$ cat config.mk
export PLATFORM = sky130hd
export DESIGN_NAME = rnp_top
export DESIGN_NICKNAME = d
export VERILOG_FILES = /design/src/core/rnp_pkg.sv /design/src/core/rnp_sync.sv /design/src/core/rnp_top.sv
export SDC_FILE = /design/constraint.sdc
export NUM_CORES = 1
export LEC_CHECK = 0
export BUFFER_PORTS_ARGS = -buffer_cell sky130_fd_sc_hd__buf_2
export CORE_MARGIN = 5
export CORE_UTILIZATION = 50
export DETAILED_ROUTE_END_ITERATION = 6
export PLACE_DENSITY_LB_ADDON = 0.15
export SLEW_MARGIN = 25
export SYNTH_ARGS = -nofsm -noshare
export SYNTH_HDL_FRONTEND = slang
export SYNTH_SLANG_ARGS = --single-unit
$ cat constraint.sdc
create_clock -name clock_i -period 4 [get_ports clock_i]
set_input_delay 0.2 -clock clock_i [delete_from_list [all_inputs] [get_ports clock_i]]
set_output_delay 0.2 -clock clock_i [all_outputs]
set_load 0.05 [all_outputs]
$ cat src/core/rnp_pkg.sv
// Constants for the reset, NMI and power-down pin logic
package rnp_pkg;
   // Clock rate and reset input filter time
   localparam int unsigned CLK_HZ = 40_000_000;
   localparam int unsigned RST_MIN_NS = 1000;
   localparam int unsigned RST_MIN_CYC =
      (RST_MIN_NS * (CLK_HZ / 1_000_000) + 999) / 1000;
   // Internal reset sequence length in cycles
   localparam int unsigned RST_SEQ_CYC = 1024;
   // Width of the cycle counters
   localparam int unsigned CNT_W = 16;
   // Reset values
   localparam logic RST_IND_RESET = 1'b0;
   localparam logic SLOW_OFF_RESET = 1'b0;
endpackage : rnp_pkg

$ cat src/core/rnp_sync.sv
// Three-stage synchroniser with agreement on the last two stages
`timescale 1ns/1ps
module rnp_sync #(
   parameter logic INIT = 1'b1
) (
   input wire logic clock_i,
   input wire logic resetn_i,
   input wire logic async_i,
   output logic level_o
);
   logic [2:0] stage_q;

   // Only stage 2 reads stage 1; the level moves when stages 2 and 3 agree
   always_ff @(posedge clock_i) begin
      if (!resetn_i) begin
         stage_q <= {3{INIT}};
         level_o <= INIT;
      end else begin
         stage_q <= {stage_q[1:0], async_i};
         if (stage_q[1] == stage_q[2]) begin
            level_o <= stage_q[2];
         end
      end
   end
endmodule : rnp_sync

$ cat src/core/rnp_top.sv
// Reset input, reset indication, NMI and power-down pin logic
// Operation
// - Reset pin held low for the minimum time starts an internal reset.
// - With bidir reset enabled as a pin, software or watchdog reset starts, pull reset pin low during its sequence.
// - Reset indication output low on hardware, software or watchdog reset.
// - Reset indication stays low until end-of-init instruction executes.
// - A falling NMI edge outside the reset sequence and power-down requests the NMI trap.
// - Config bit zero: power-down honoured only while NMI is low.
// - Config bit zero and NMI high: power-down ignored, keep running.
// - A control bit switches the slow oscillator off when unused.
`timescale 1ns/1ps
module rnp_top
   import rnp_pkg::*;
#(
   parameter int unsigned RST_MIN = RST_MIN_CYC,
   parameter int unsigned RST_SEQ = RST_SEQ_CYC
) (
   input wire logic clock_i,
   input wire logic resetn_i,
   input wire logic reset_in_pin_i,
   output logic reset_in_pin_o,
   output logic reset_in_pin_oe_o,
   input wire logic sw_reset_i,
   input wire logic wdt_reset_i,
   input wire logic end_of_init_instruction_i,
   input wire logic bidir_reset_enable_i,
   input wire logic powerdown_config_bit_i,
   input wire logic powerdown_instruction_i,
   input wire logic slow_osc_off_bit_i,
   input wire logic nmi_pin_i,
   output logic reset_indication_out_o,
   output logic int_reset_o,
   output logic nmi_trap_o,
   output logic powerdown_o,
   output logic slow_osc_off_o
);
   // Refuse counts that the counters cannot reach, at elaboration
   if (RST_MIN < 1 || RST_MIN >= (1 << CNT_W) ||
       RST_SEQ < 1 || RST_SEQ >= (1 << CNT_W)) begin : g_bad_count
      $error("rnp_top: counter parameters out of range");
   end

   localparam logic [CNT_W-1:0] MIN_L = CNT_W'(RST_MIN - 1);
   localparam logic [CNT_W-1:0] SEQ_L = CNT_W'(RST_SEQ - 1);

   typedef enum logic [1:0] {
      RNP_RUN = 2'b00,
      RNP_SEQ = 2'b01,
      RNP_INIT = 2'b10,
      RNP_PD = 2'b11
   } rnp_state_e;

   typedef struct packed {
      rnp_state_e st;
      logic [CNT_W-1:0] low_cnt;
      logic [CNT_W-1:0] seq_cnt;
      logic nmi_prev;
      logic pin_drive;
      logic pin_blank;
      logic ind;
      logic int_rst;
      logic trap;
      logic pd;
      logic osc_off;
   } rnp_state_s;

   rnp_state_s s_q, s_d;
   logic rst_pin_s;
   logic nmi_s;

   ////////////////////////////////////////////////////////////////////
   // Pin synchronisers
   rnp_sync #(.INIT(1'b1)) u_rst_sync (
      .clock_i(clock_i),
      .resetn_i(resetn_i),
      .async_i(reset_in_pin_i),
      .level_o(rst_pin_s)
   );

   rnp_sync #(.INIT(1'b1)) u_nmi_sync (
      .clock_i(clock_i),
      .resetn_i(resetn_i),
      .async_i(nmi_pin_i),
      .level_o(nmi_s)
   );

   ////////////////////////////////////////////////////////////////////
   // Next state
   always_comb begin
      s_d = s_q;
      s_d.trap = 1'b0;
      s_d.nmi_prev = nmi_s;
      s_d.osc_off = slow_osc_off_bit_i;
      // Blanking outlives our own drive until the synchronised pin reads
      // high again, so the synchroniser delay cannot retrigger; a source
      // that still holds the line low then counts only once it lets go
      if (s_q.pin_blank && !s_q.pin_drive && rst_pin_s) begin
         s_d.pin_blank = 1'b0;
      end
      // Low-time filter
      if (!rst_pin_s && !s_q.pin_blank) begin
         if (s_q.low_cnt != MIN_L) begin
            s_d.low_cnt = s_q.low_cnt + 1'b1;
         end
      end else begin
         s_d.low_cnt = '0;
      end
      case (s_q.st)
         RNP_RUN, RNP_INIT: begin
            // One trap per falling edge of the synchronised level
            if (s_q.nmi_prev && !nmi_s) begin
               s_d.trap = 1'b1;
            end
            if (s_q.st == RNP_INIT && end_of_init_instruction_i) begin
               s_d.st = RNP_RUN;
               s_d.ind = 1'b1;
            end
            if (s_q.st == RNP_RUN && powerdown_instruction_i &&
                (powerdown_config_bit_i || !nmi_s)) begin
               s_d.st = RNP_PD;
               s_d.pd = 1'b1;
            end
         end
         RNP_SEQ: begin
            if (s_q.seq_cnt == SEQ_L) begin
               s_d.st = RNP_INIT;
               s_d.int_rst = 1'b0;
               s_d.pin_drive = 1'b0;
            end else begin
               s_d.seq_cnt = s_q.seq_cnt + 1'b1;
            end
         end
         RNP_PD: begin
            // Only a reset leaves power-down here
            s_d.pd = 1'b1;
         end
         default: s_d.st = RNP_RUN;
      endcase
      // Any reset source restarts the sequence
      if ((!rst_pin_s && !s_q.pin_blank && s_q.low_cnt == MIN_L) ||
          sw_reset_i || wdt_reset_i) begin
         s_d.st = RNP_SEQ;
         s_d.seq_cnt = '0;
         s_d.int_rst = 1'b1;
         s_d.ind = 1'b0;
         s_d.pd = 1'b0;
         s_d.trap = 1'b0;
         s_d.pin_drive = bidir_reset_enable_i;
         s_d.pin_blank = bidir_reset_enable_i;
      end
   end

   ////////////////////////////////////////////////////////////////////
   // State register; power-up reset runs the sequence
   always_ff @(posedge clock_i) begin
      if (!resetn_i) begin
         s_q <= '{st: RNP_SEQ, low_cnt: '0, seq_cnt: '0, nmi_prev: 1'b1,
                  pin_drive: 1'b0, pin_blank: 1'b0, ind: RST_IND_RESET,
                  int_rst: 1'b1, trap: 1'b0, pd: 1'b0,
                  osc_off: SLOW_OFF_RESET};
      end else begin
         s_q <= s_d;
      end
   end

   // Outputs straight from the state flops, except the fixed pin value
   // The pin value is a fixed low: an open-drain pull, enabled only while
   // the sequence runs, so the external pull-up owns the high level
   assign reset_in_pin_o = 1'b0;
   assign reset_in_pin_oe_o = s_q.pin_drive;
   assign reset_indication_out_o = s_q.ind;
   assign int_reset_o = s_q.int_rst;
   assign nmi_trap_o = s_q.trap;
   assign powerdown_o = s_q.pd;
   assign slow_osc_off_o = s_q.osc_off;

   ////////////////////////////////////////////////////////////////////
   // Checks
   a_ind_low_reset: assert property (@(posedge clock_i) disable iff
      (!resetn_i) int_reset_o |-> !reset_indication_out_o)
      else $error("indication high during reset");
   a_ind_rise_init: assert property (@(posedge clock_i) disable iff
      (!resetn_i) $rose(reset_indication_out_o) |->
      $past(end_of_init_instruction_i))
      else $error("indication released without end of init");
   a_pin_drive_seq: assert property (@(posedge clock_i) disable iff
      (!resetn_i) reset_in_pin_oe_o |-> int_reset_o)
      else $error("pin driven outside reset sequence");
   a_bidir_drive: assert property (@(posedge clock_i) disable iff
      (!resetn_i) $rose(int_reset_o) && $past(bidir_reset_enable_i) &&
      !$past(int_reset_o) |-> reset_in_pin_oe_o)
      else $error("bidir reset not driving pin");
   a_no_self_retrig: assert property (@(posedge clock_i) disable iff
      (!resetn_i) s_q.pin_blank && !s_q.pin_drive && !sw_reset_i &&
      !wdt_reset_i |=> !int_reset_o)
      else $error("own pin drive restarted the reset");
   a_swrst_start: assert property (@(posedge clock_i) disable iff
      (!resetn_i) sw_reset_i || wdt_reset_i |=> int_reset_o &&
      !reset_indication_out_o)
      else $error("soft reset did not start sequence");
   a_trap_edge: assert property (@(posedge clock_i) disable iff
      (!resetn_i) nmi_trap_o |-> $past(s_q.nmi_prev) && !$past(nmi_s))
      else $error("trap without falling edge");
   a_trap_seq_off: assert property (@(posedge clock_i) disable iff
      (!resetn_i) int_reset_o |=> !nmi_trap_o)
      else $error("trap raised during reset sequence");
   a_trap_single: assert property (@(posedge clock_i) disable iff
      (!resetn_i) nmi_trap_o |=> !nmi_trap_o)
      else $error("trap longer than one cycle");
   a_pd_ignored: assert property (@(posedge clock_i) disable iff
      (!resetn_i) s_q.st == RNP_RUN && powerdown_instruction_i &&
      !powerdown_config_bit_i && nmi_s && !sw_reset_i && !wdt_reset_i &&
      s_q.low_cnt != MIN_L |=> !powerdown_o)
      else $error("power-down taken with NMI high");
   a_pd_taken: assert property (@(posedge clock_i) disable iff
      (!resetn_i) s_q.st == RNP_RUN && powerdown_instruction_i &&
      !powerdown_config_bit_i && !nmi_s && !sw_reset_i && !wdt_reset_i &&
      (rst_pin_s || s_q.low_cnt != MIN_L) |=> powerdown_o)
      else $error("power-down refused with NMI low");
   a_pd_hold: assert property (@(posedge clock_i) disable iff
      (!resetn_i) powerdown_o && !sw_reset_i && !wdt_reset_i &&
      (rst_pin_s || s_q.low_cnt != MIN_L) |=> powerdown_o)
      else $error("power-down left without a reset");
   a_osc_off: assert property (@(posedge clock_i) disable iff
      (!resetn_i) 1'b1 |=> slow_osc_off_o == $past(slow_osc_off_bit_i))
      else $error("slow oscillator control lost");
endmodule : rnp_top

==> results_dict.tcl, run 1 <==
set metrics [dict create \
    netlist_instances 247 \
    yosys.area.top_type "dfxtp_1" \
    clk_pin_slew_ns 0.10 \
    cts_setup_buffers 0 \
    max-slew-margin-rel_pct 38.1 \
    die-area_sq_um 6120 \
    postSynth.asyncResetShare_pct 0 \
    drcViolationCount 0 \
    areaGrowthSynthToFinish_pct 8.32 \
    cts_buffer_depth 2 \
    antenna_found_initial 0 \
    synth_top_area_share_pct 43.0 \
    final.min_clock_period_ns 2.39 \
    synth_top_family_by_area "simple AND/OR/NAND/NOR gates" \
    cts_root_buf "clkbuf_8" \
    path_max_fanout 22 \
    dieWidth_um 78.3 \
    cts_resized 0 \
    end_kind "flip-flop" \
    ant_nets 0 \
    clk_latency_ns 0.30 \
    setup_violations 0 \
    crit_required_ns 4.21 \
    cts_sinks 50 \
    rsz0062_at_grt "false" \
    post-dp-hpwl_um 2870 \
    crit_chain "ha_1 > and4bb_2 > nand4_2 > o311ai_4 > o21ba_2" \
    ys_ff_latch 50 \
    critical-path-max-stage-delay_ns 0.84 \
    drive_gt1_share_pct 17.6 \
    p_leak_nw 0.823 \
    yosys-top-cells-area "dfxtp_1, a21oi_1, o31ai_1" \
    layout_common_cells "dfxtp_1, a21oi_1, nor2_1" \
    fin_util_pct 56.8 \
    drt-wirelength-per-cell_um 13.3 \
    diodes 0 \
    num_rows 24 \
    vias_per_cell 5.80 \
    synthSimpleGateAreaFrac_pct 31.8 \
    grt_max_degree 23 \
    io_pins 18 \
    grt_overflow 0 \
    clock_skew_ns 0.00933 \
    layout_commonest_cell "dfxtp_1" \
    p_per_area_nw_per_um2 355 \
    p_total_mw 0.896 \
    synthFlopType "dfxtp_1" \
    fin_crit_sh_pct 59.7 \
    synth_nets 260 \
    start_util_pct 52.4 \
    worstSetupStartpointType "flip-flop" \
    synth_enable_flop_cells 0 \
    yosysWarnings 0 \
    path_class "reg2reg" \
    yosysSeqAreaShare_pct 43.0 \
    ir_drop_uv 303 \
    hold_class "in2reg" \
    max_freq_mhz 418 \
    drt-initial-drc-count 71 \
    vias 1816 \
    finalWirelength_um 4160 \
    gp_congestion 0.786 \
    synth_mux_area_share_pct 0.859 \
    hold_buffers 0 \
    grt_use_total_pct 14.1 \
    fin_nets 273 \
    grt_pass1_wl_um 7230 \
    drv_slew 0 \
    cts_max_level 2 \
    worst-slew-pin-transition_ns 0.926 \
    port-buffer-count 16 \
    first_pass_iters 4 \
    path_buf_inv 0 \
    cap_violations 0 \
    hold_violations 0 \
    synth_compound_area_share_pct 16.2 \
    synthAdderAreaFrac_pct 1.07 \
    crit_family "compound AO/OA/AOI/OAI gates" \
    crit_path_top_delay_cell "o311ai_4" \
    worstPathArrival_ns 2.60 \
    cts_tree "yes" \
    cts_buffers 5 \
    finalSetupTns_ns 0 \
    yosys.cell_types.count 58 \
    postSynthAreaPerCell_sq_um 9.43 \
    status "completed" \
    core_sq_um 4440 \
    grt_pass1_vias 1649 \
    die_h_um 78.3 \
    synthXorXnorAreaFrac_pct 3.01 \
    mappedNetlistArea_sq_um 2330 \
]
[cell type report]
| class | instances | area [sq um] |
|---|---|---|
| inverters | 6 | 22.5 |
| repair buffers | 16 | 80.1 |
| clock buffers | 5 | 68.8 |
| well taps | 52 | 65.1 |
| flip-flops and latches | 50 | 1000 |
| multi-input cells | 181 | 1240 |
| clock inverters | 3 | 47.5 |
| fillers | 408 | 1920 |
[per-layer routing]
metal / share of wire (%) / wire length [um] / vias to the layer above / GRT usage [%]
li1: - / - / 949 / -
met1: 51 / 2120 / 844 / 18.3
met2: 45 / 1870 / 18 / 22.9
met3: 3.1 / 127 / 5 / 3.43
met4: 1.1 / 47 / 0 / 4.72
met5: 0 / 0 / - / 0
[synthesized netlist by cell type, drive strengths merged (2+ instances only)]
cell / number
dfxtp: 50
a21oi: 24
nor2: 18
nand2: 14
or4: 14
nand3: 12
o31ai: 12
nand2b: 9
nand4: 9
o21ai: 9
buf: 6
inv: 6
or3: 6
and3: 5
xor2: 5
clkbuf: 4
nor3: 4
and2: 3
and4: 3
nor4: 3
nor4b: 3
xnor2: 3
a211oi: 2
ha: 2
mux2i: 2
nand3b: 2
or2: 2
[power by group]
group / total [mW] / internal (mW) / leakage (nW) / switching, mW
clock: 0.366 / 0.190 / 0.0587 / 0.176
sequential: 0.505 / 0.502 / 0.405 / 0.00304
combinational: 0.0252 / 0.00929 / 0.359 / 0.0159
total: 0.896 / 0.701 / 0.823 / 0.195
[final timing paths]
kind                                               to                   from  cells past startpoint  slack [ns]
worst max register to register            powerdown_o                s_q[24]                      5        1.61
worst max-delay path                      powerdown_o                s_q[24]                      5        1.61
worst min register to register  u_rst_sync.stage_q[1]  u_rst_sync.stage_q[0]                      1        0.41
worst min-delay path            u_rst_sync.stage_q[0]         reset_in_pin_i                      2        0.07
[sequential cells by signal, summed over array words and instances, names as in the netlist]
register / cells
s_q: 36
u_nmi_sync.stage_q: 3
u_rst_sync.stage_q: 3
int_reset_o: 1
nmi_trap_o: 1
powerdown_o: 1
reset_in_pin_oe_o: 1
reset_indication_out_o: 1
slow_osc_off_o: 1
u_nmi_sync.level_o: 1
u_rst_sync.level_o: 1
[through the flow]
stage          area, sq um  instances  setup WS [ns]  hold WS (ns)
2_1_floorplan         2330        247           2.23         0.273
3_3_place_gp          2410        305           1.68         0.380
3_5_place_dp          2410        305           1.63         0.391
4_1_cts               2520        313           1.59        0.0650
5_1_grt               2520        313           1.48        0.0825
6_report              2520        313           1.61        0.0707
[cell families (layout without fill, tap and decap cells)]
logic type      after synthesis  in the layout
fa+ha+maj                     2              2
other cells                   1              1
xor+xnor                      8              8
flops                        50             50
simple gates                111            111
compound gates               57             57
mux                           2              2
buf+inv                      16             30
Note: power is estimated with default switching activity, not from simulation.
==> run 2: changes to the inputs <==
==> constraint.sdc (replaced) <==
create_clock -name clock_i -period 2.5 [get_ports clock_i]
set_input_delay 0.125 -clock clock_i [delete_from_list [all_inputs] [get_ports clock_i]]
set_output_delay 0.125 -clock clock_i [all_outputs]
set_load 0.05 [all_outputs]
==> run 2 against run 1 <==
  * Clock-buffer cell count did not move
  * Cell count grew 0.64%
  * Wire length increased by 1.1%
  * Total power is 45% higher
  * Combinational power up 68%
  * Flip-flop and latch count did not move
  * Critical path type unchanged
  * Largest cell class unchanged
  * Largest power group unchanged
==> results_dict.tcl, run 2 (synthesized netlist as in run 1, its figures left out) <==
set metrics [dict create \
    final_cell_area_sq_um 2510 \
    cts_buffer_depth 2 \
    fin_util_pct 56.6 \
    end_kind "flip-flop" \
    clk_latency_ns 0.30 \
    p_sw_share_pct 22.1 \
    antenna_found_initial 0 \
    hold_violations 0 \
    drt-initial-drc-count 70 \
    cts_sinks 50 \
    layout_common_cells "dfxtp_1, a21oi_1, nor2_1" \
    layout_commonest_cell "dfxtp_1" \
    cts_buffers 5 \
    cts_max_level 2 \
    ir_drop_uv 449 \
    areaGrowthSynthToFinish_pct 7.95 \
    clock_skew_ns 0.00732 \
    gp_congestion 0.789 \
    crit_path_top_delay_cell "or4_2" \
    path_max_fanout 12 \
    vias 1815 \
    min-delay-start "nmi_pin_i" \
    hold_class "in2reg" \
    grt_pass1_vias 1685 \
    start_util_pct 52.4 \
    drv_slew 0 \
    drcViolationCount 0 \
    worstPathArrival_ns 2.27 \
    grt_pass1_wl_um 7450 \
    die_h_um 78.3 \
    port-buffer-count 16 \
    ff2ff_path_depth 5 \
    ant_nets 0 \
    max-slew-margin-rel_pct 60.3 \
    critical-path-max-stage-delay_ns 0.71 \
    drt-wirelength-per-cell_um 13.3 \
    p_leak_nw 0.821 \
    fin_nets 276 \
    r2r-start "s_q[8]" \
    finalSetupTns_ns 0 \
    core_sq_um 4440 \
    path_class "reg2reg" \
    path_buf_inv 0 \
    reg_top3 "s_q x36, u_nmi_sync.stage_q x3, u_rst_sync.stage_q x3" \
    cts_root_buf "clkbuf_8" \
    dpl_cell_area_sq_um 2420 \
    max_freq_mhz 489 \
    p_sw_mw 0.288 \
    final.min_clock_period_ns 2.04 \
    grt_use_total_pct 14.7 \
    finalWirelength_um 4210 \
    intPower_mw 1.01 \
    grt_overflow 0 \
    min_path_cells 2 \
    crit_chain "ha_1 > and3_2 > nand2_1 > or4_2 > a21oi_1" \
    num_rows 24 \
    cts_tree "yes" \
    crit_required_ns 2.73 \
    status "completed" \
    rsz0062_at_grt "false" \
    io_pins 18 \
    cap_violations 0 \
    setup_violations 0 \
    pwr-share-comb_pct 3.3 \
    drive_gt1_share_pct 17.9 \
    first_pass_iters 4 \
    worst-slew-pin-transition_ns 0.593 \
    rrSetupSlack_ns 0.46 \
    clk_pin_slew_ns 0.09 \
    p_clk_share_pct 34.6 \
    reg2reg_to "s_q[16]" \
    diodes 0 \
    post-dp-hpwl_um 2920 \
    die-area_sq_um 6120 \
    crit_family "simple AND/OR/NAND/NOR gates" \
    vias_per_cell 5.76 \
    fin_crit_sh_pct 81.7 \
    min_to "u_nmi_sync.stage_q[0]" \
    grt_max_degree 23 \
    largest_reg_flops 36 \
    dieWidth_um 78.3 \
    worstSetupStartpointType "flip-flop" \
    seqPwrFrac_pct 62.1 \
    p_per_area_nw_per_um2 517 \
    cts_setup_buffers 0 \
    top_register "s_q" \
]
run 2: changes by cell type in the layout (fill, tap and decap cells not counted), sizes merged:
cell / before / now
bufinv: 1 / 0
buf: 16 / 18
dlygate4sd3: 0 / 1
run 2: timing repair:
item	in CTS	in global routing
hold endpoints to repair	1	0
hold buffers	1	0
gates resized for setup	0	0
run 2: final cells by class:
class / instances / area, sq um
clock buffers: 5 / 68.8
clock inverters: 2 / 13.8
fillers: 427 / 1930
inverters: 6 / 22.5
multi-input cells: 181 / 1240
flip-flops and latches: 50 / 1000
well taps: 52 / 65.1
repair buffers: 19 / 105
run 2: power groups by stage:
stage	clock [mW]	sequential (mW)	combinational, mW
after floorplan	0	0.833	0.0227
final	0.451	0.808	0.0423
after global placement	0	0.827	0.0412
after detailed placement	0	0.827	0.0416
after global routing	0.506	0.810	0.0466
after CTS	0.469	0.809	0.0428
run 2: layer usage:
layer,global-route usage (%),part of all wire [%]
met3,3.43,2.7
met4,4.72,0.78
met5,0,0
met2,23.7,46
met1,19.5,51
run 2: how the worst max path moves through the flow:
stage | startpoint | end | slack [ns] | depth (start not counted)
5_1_grt | s_q[40] | s_q[18] | 0.29 | 4
6_report | s_q[8] | s_q[16] | 0.46 | 5
2_1_floorplan | s_q[24] | powerdown_o | 0.73 | 6
4_1_cts | s_q[24] | powerdown_o | 0.45 | 6
3_3_place_gp | s_q[24] | powerdown_o | 0.52 | 6
3_5_place_dp | s_q[24] | powerdown_o | 0.47 | 6
run 2: through the flow:
| step | hold WS (ns) | worst slack (ns) | power [mW] | std cells |
|---|---|---|---|---|
| 2_1_floorplan | 0.198 | 0.725 | 0.856 | 247 |
| 3_3_place_gp | 0.306 | 0.521 | 0.868 | 307 |
| 3_5_place_dp | 0.313 | 0.468 | 0.869 | 307 |
| 4_1_cts | 0.00299 | 0.455 | 1.32 | 315 |
| 5_1_grt | 0.00151 | 0.293 | 1.36 | 315 |
| 6_report | 0.00749 | 0.457 | 1.30 | 315 |
run 2: worst register-to-register path, stage by stage (launching register included):
cell	delay, ns
dfxtp_1	0.39
ha_1	0.25
and3_2	0.25
nand2_1	0.23
or4_2	0.71
a21oi_1	0.15
==> run 3: changes to the inputs <==
--- a/config.mk
+++ b/config.mk
@@ -5,6 +5,7 @@
 export SDC_FILE = /design/constraint.sdc
 export NUM_CORES = 1
 export LEC_CHECK = 0
+export ABC_AREA = 1
 export BUFFER_PORTS_ARGS = -buffer_cell sky130_fd_sc_hd__buf_2
 export CORE_MARGIN = 5
 export CORE_UTILIZATION = 50
==> constraint.sdc (replaced) <==
create_clock -name clock_i -period 2.05 [get_ports clock_i]
set_input_delay 0.1025 -clock clock_i [delete_from_list [all_inputs] [get_ports clock_i]]
set_output_delay 0.1025 -clock clock_i [all_outputs]
set_load 0.05 [all_outputs]
==> run 3 against run 2 <==
  * Flip-flop and latch count did not move
  * Wire length increased by 9.6%
  * Via count up 16%
  * Worst hold slack improved by 0.033 ns
  * First-iteration DRC count rose by 66%
  * Critical endpoint is now s_q[11]
  * Largest cell class unchanged
==> results_dict.tcl, run 3 <==
set metrics [dict create \
    dp_cells 424 \
    drt-initial-drc-count 116 \
    end_kind "flip-flop" \
    dpl_cell_area_sq_um 2560 \
    grt_pass1_wl_um 8360 \
    p_leak_nw 0.994 \
    fin_util_pct 56.9 \
    drt-wirelength-per-cell_um 10.6 \
    yosysMostFrequentCell "nand2_1" \
    core_sq_um 4720 \
    antenna_found_initial 0 \
    cts_resized 0 \
    yosysWarnings 0 \
    postSynthAreaPerCell_sq_um 7.02 \
    drcViolationCount 0 \
    grt_max_degree 24 \
    vias 2101 \
    diodes 0 \
    cts_root_buf "clkbuf_8" \
    post-dp-hpwl_um 3350 \
    cts_tree "yes" \
    finalWirelength_um 4610 \
    p_per_area_nw_per_um2 611 \
    grt_use_total_pct 16.2 \
    vias_per_cell 4.83 \
    clock_skew_ns 0.0131 \
    mappedNetlistArea_sq_um 2430 \
    num_rows 25 \
    rsz0062_at_grt "false" \
    worstSetupStartpointType "flip-flop" \
    io_pins 18 \
    start_util_pct 51.4 \
    status "completed" \
    ys_ff_latch 50 \
    yosys.area.top_type "dfxtp_1" \
    worstPathArrival_ns 1.98 \
    hold_violations 0 \
    reg_top3 "s_q x36, u_nmi_sync.stage_q x3, u_rst_sync.stage_q x3" \
    gp_congestion 0.824 \
    largest_reg_flops 36 \
    drive_gt1_share_pct 13.9 \
    ant_nets 0 \
    final_cell_area_sq_um 2690 \
    cap_violations 0 \
    cts_buffer_depth 2 \
    path_max_fanout 17 \
    whs_ns 0.0407 \
    fin_ws_ns 0.310 \
    grt_overflow 0 \
    max_freq_mhz 575 \
    cts_max_level 2 \
    layout_commonest_cell "nand2_1" \
    cts_sinks 50 \
    dieWidth_um 79.7 \
    hold_class "in2reg" \
    top_register "s_q" \
    setup_violations 0 \
    stdcell_count 435 \
    synthTopCellsByCount "nand2_1, dfxtp_1, nor2_1" \
    synth_top_area_share_pct 41.2 \
    clk_latency_ns 0.30 \
    crit_required_ns 2.29 \
    drv_slew 0 \
    fin_nets 380 \
    path_class "reg2reg" \
    p_total_mw 1.64 \
    synthFlopType "dfxtp_1" \
    areaGrowthSynthToFinish_pct 10.7 \
    final.min_clock_period_ns 1.74 \
    dp_slack_ns 0.323 \
    die_h_um 79.7 \
    cts_buffers 5 \
    first_pass_iters 4 \
    cts_setup_buffers 0 \
    synth_nets 359 \
    grt_pass1_vias 1929 \
    clk_pin_slew_ns 0.10 \
    fin_crit_sh_pct 84.9 \
    postSynth.asyncResetShare_pct 0 \
    layout_common_cells "nand2_1, dfxtp_1, nor2_1" \
    yosys-top-cells-area "dfxtp_1, nand2_1, nor2_1" \
    port-buffer-count 16 \
    netlist_instances 346 \
    finalSetupTns_ns 0 \
    yosys.cell_types.count 28 \
    yosysSeqAreaShare_pct 41.2 \
    synth_enable_flop_cells 0 \
    die-area_sq_um 6350 \
    ir_drop_uv 499 \
]
[run 3: cell types whose count changed in the layout (fill, tap and decap cells not counted), moves of 8 or more]
cell	change
nand2_1	+81
inv_1	+26
nor2_1	+22
nand3_1	+16
o31ai_1	-12
or4_1	-11
nand2b_1	-9
a21oi_2	+8
[run 3: repair_timing]
item | 4_1_cts | 5_1_grt
hold endpoints to repair | 3 | 0
hold buffers | 3 | 0
endpoints found under the setup margin | 0 | 0
[run 3: metal layers]
metal / share of wire [%] / track usage (%)
met5: 0 / 0
met1: 53 / 22.4
met4: 1.0 / 5.67
met2: 42 / 25.1
met3: 3.4 / 3.05
[run 3: where the power goes]
part	total (mW)	leakage, nW	switching [mW]	internal (mW)
combinational	0.0555	0.540	0.0327	0.0228
sequential	0.985	0.405	0.00533	0.980
clock	0.602	0.0491	0.350	0.252
[run 3: final cells by class]
type	instances	area, sq um
Sequential cell	50	1000
Clock buffer	5	68.8
Timing Repair Buffer	20	130
Tap cell	67	83.8
Clock inverter	3	26.3
Fill cell	446	2040
Multi-Input combinational cell	255	1240
Inverter	35	133
[run 3: critical path: stages, from the launching register on]
cell and delay, ns:
dfxtp_1 0.36, ha_1 0.29, nand3_2 0.12, inv_2 0.05, nand2_2 0.08, clkinv_2 0.07
nand2_2 0.08, nand2_4 0.13, inv_2 0.26, nand2_1 0.11, a21oi_2 0.12
[run 3: kinds of logic after synthesis]
group / count (synthesis) / share of synthesized area [%]
AND/OR/NAND/NOR: 194 / 35.4
XOR/XNOR: 9 / 3.25
flip-flops: 50 / 41.2
AO/OA/AOI/OAI: 49 / 11.4
buffers and inverters: 41 / 7.47
other: 1 / 0.154
adder cells (fa/ha/maj): 2 / 1.03
[run 3: worst paths after layout]
check	slack [ns]	startpoint	endpoint	depth (start not counted)
worst max-delay path	0.31	s_q[8]	s_q[11]	10
worst min-delay path	0.04	resetn_i	s_q[7]	2
worst max register to register	0.31	s_q[8]	s_q[11]	10
worst min register to register	0.42	u_rst_sync.stage_q[0]	u_rst_sync.stage_q[1]	1
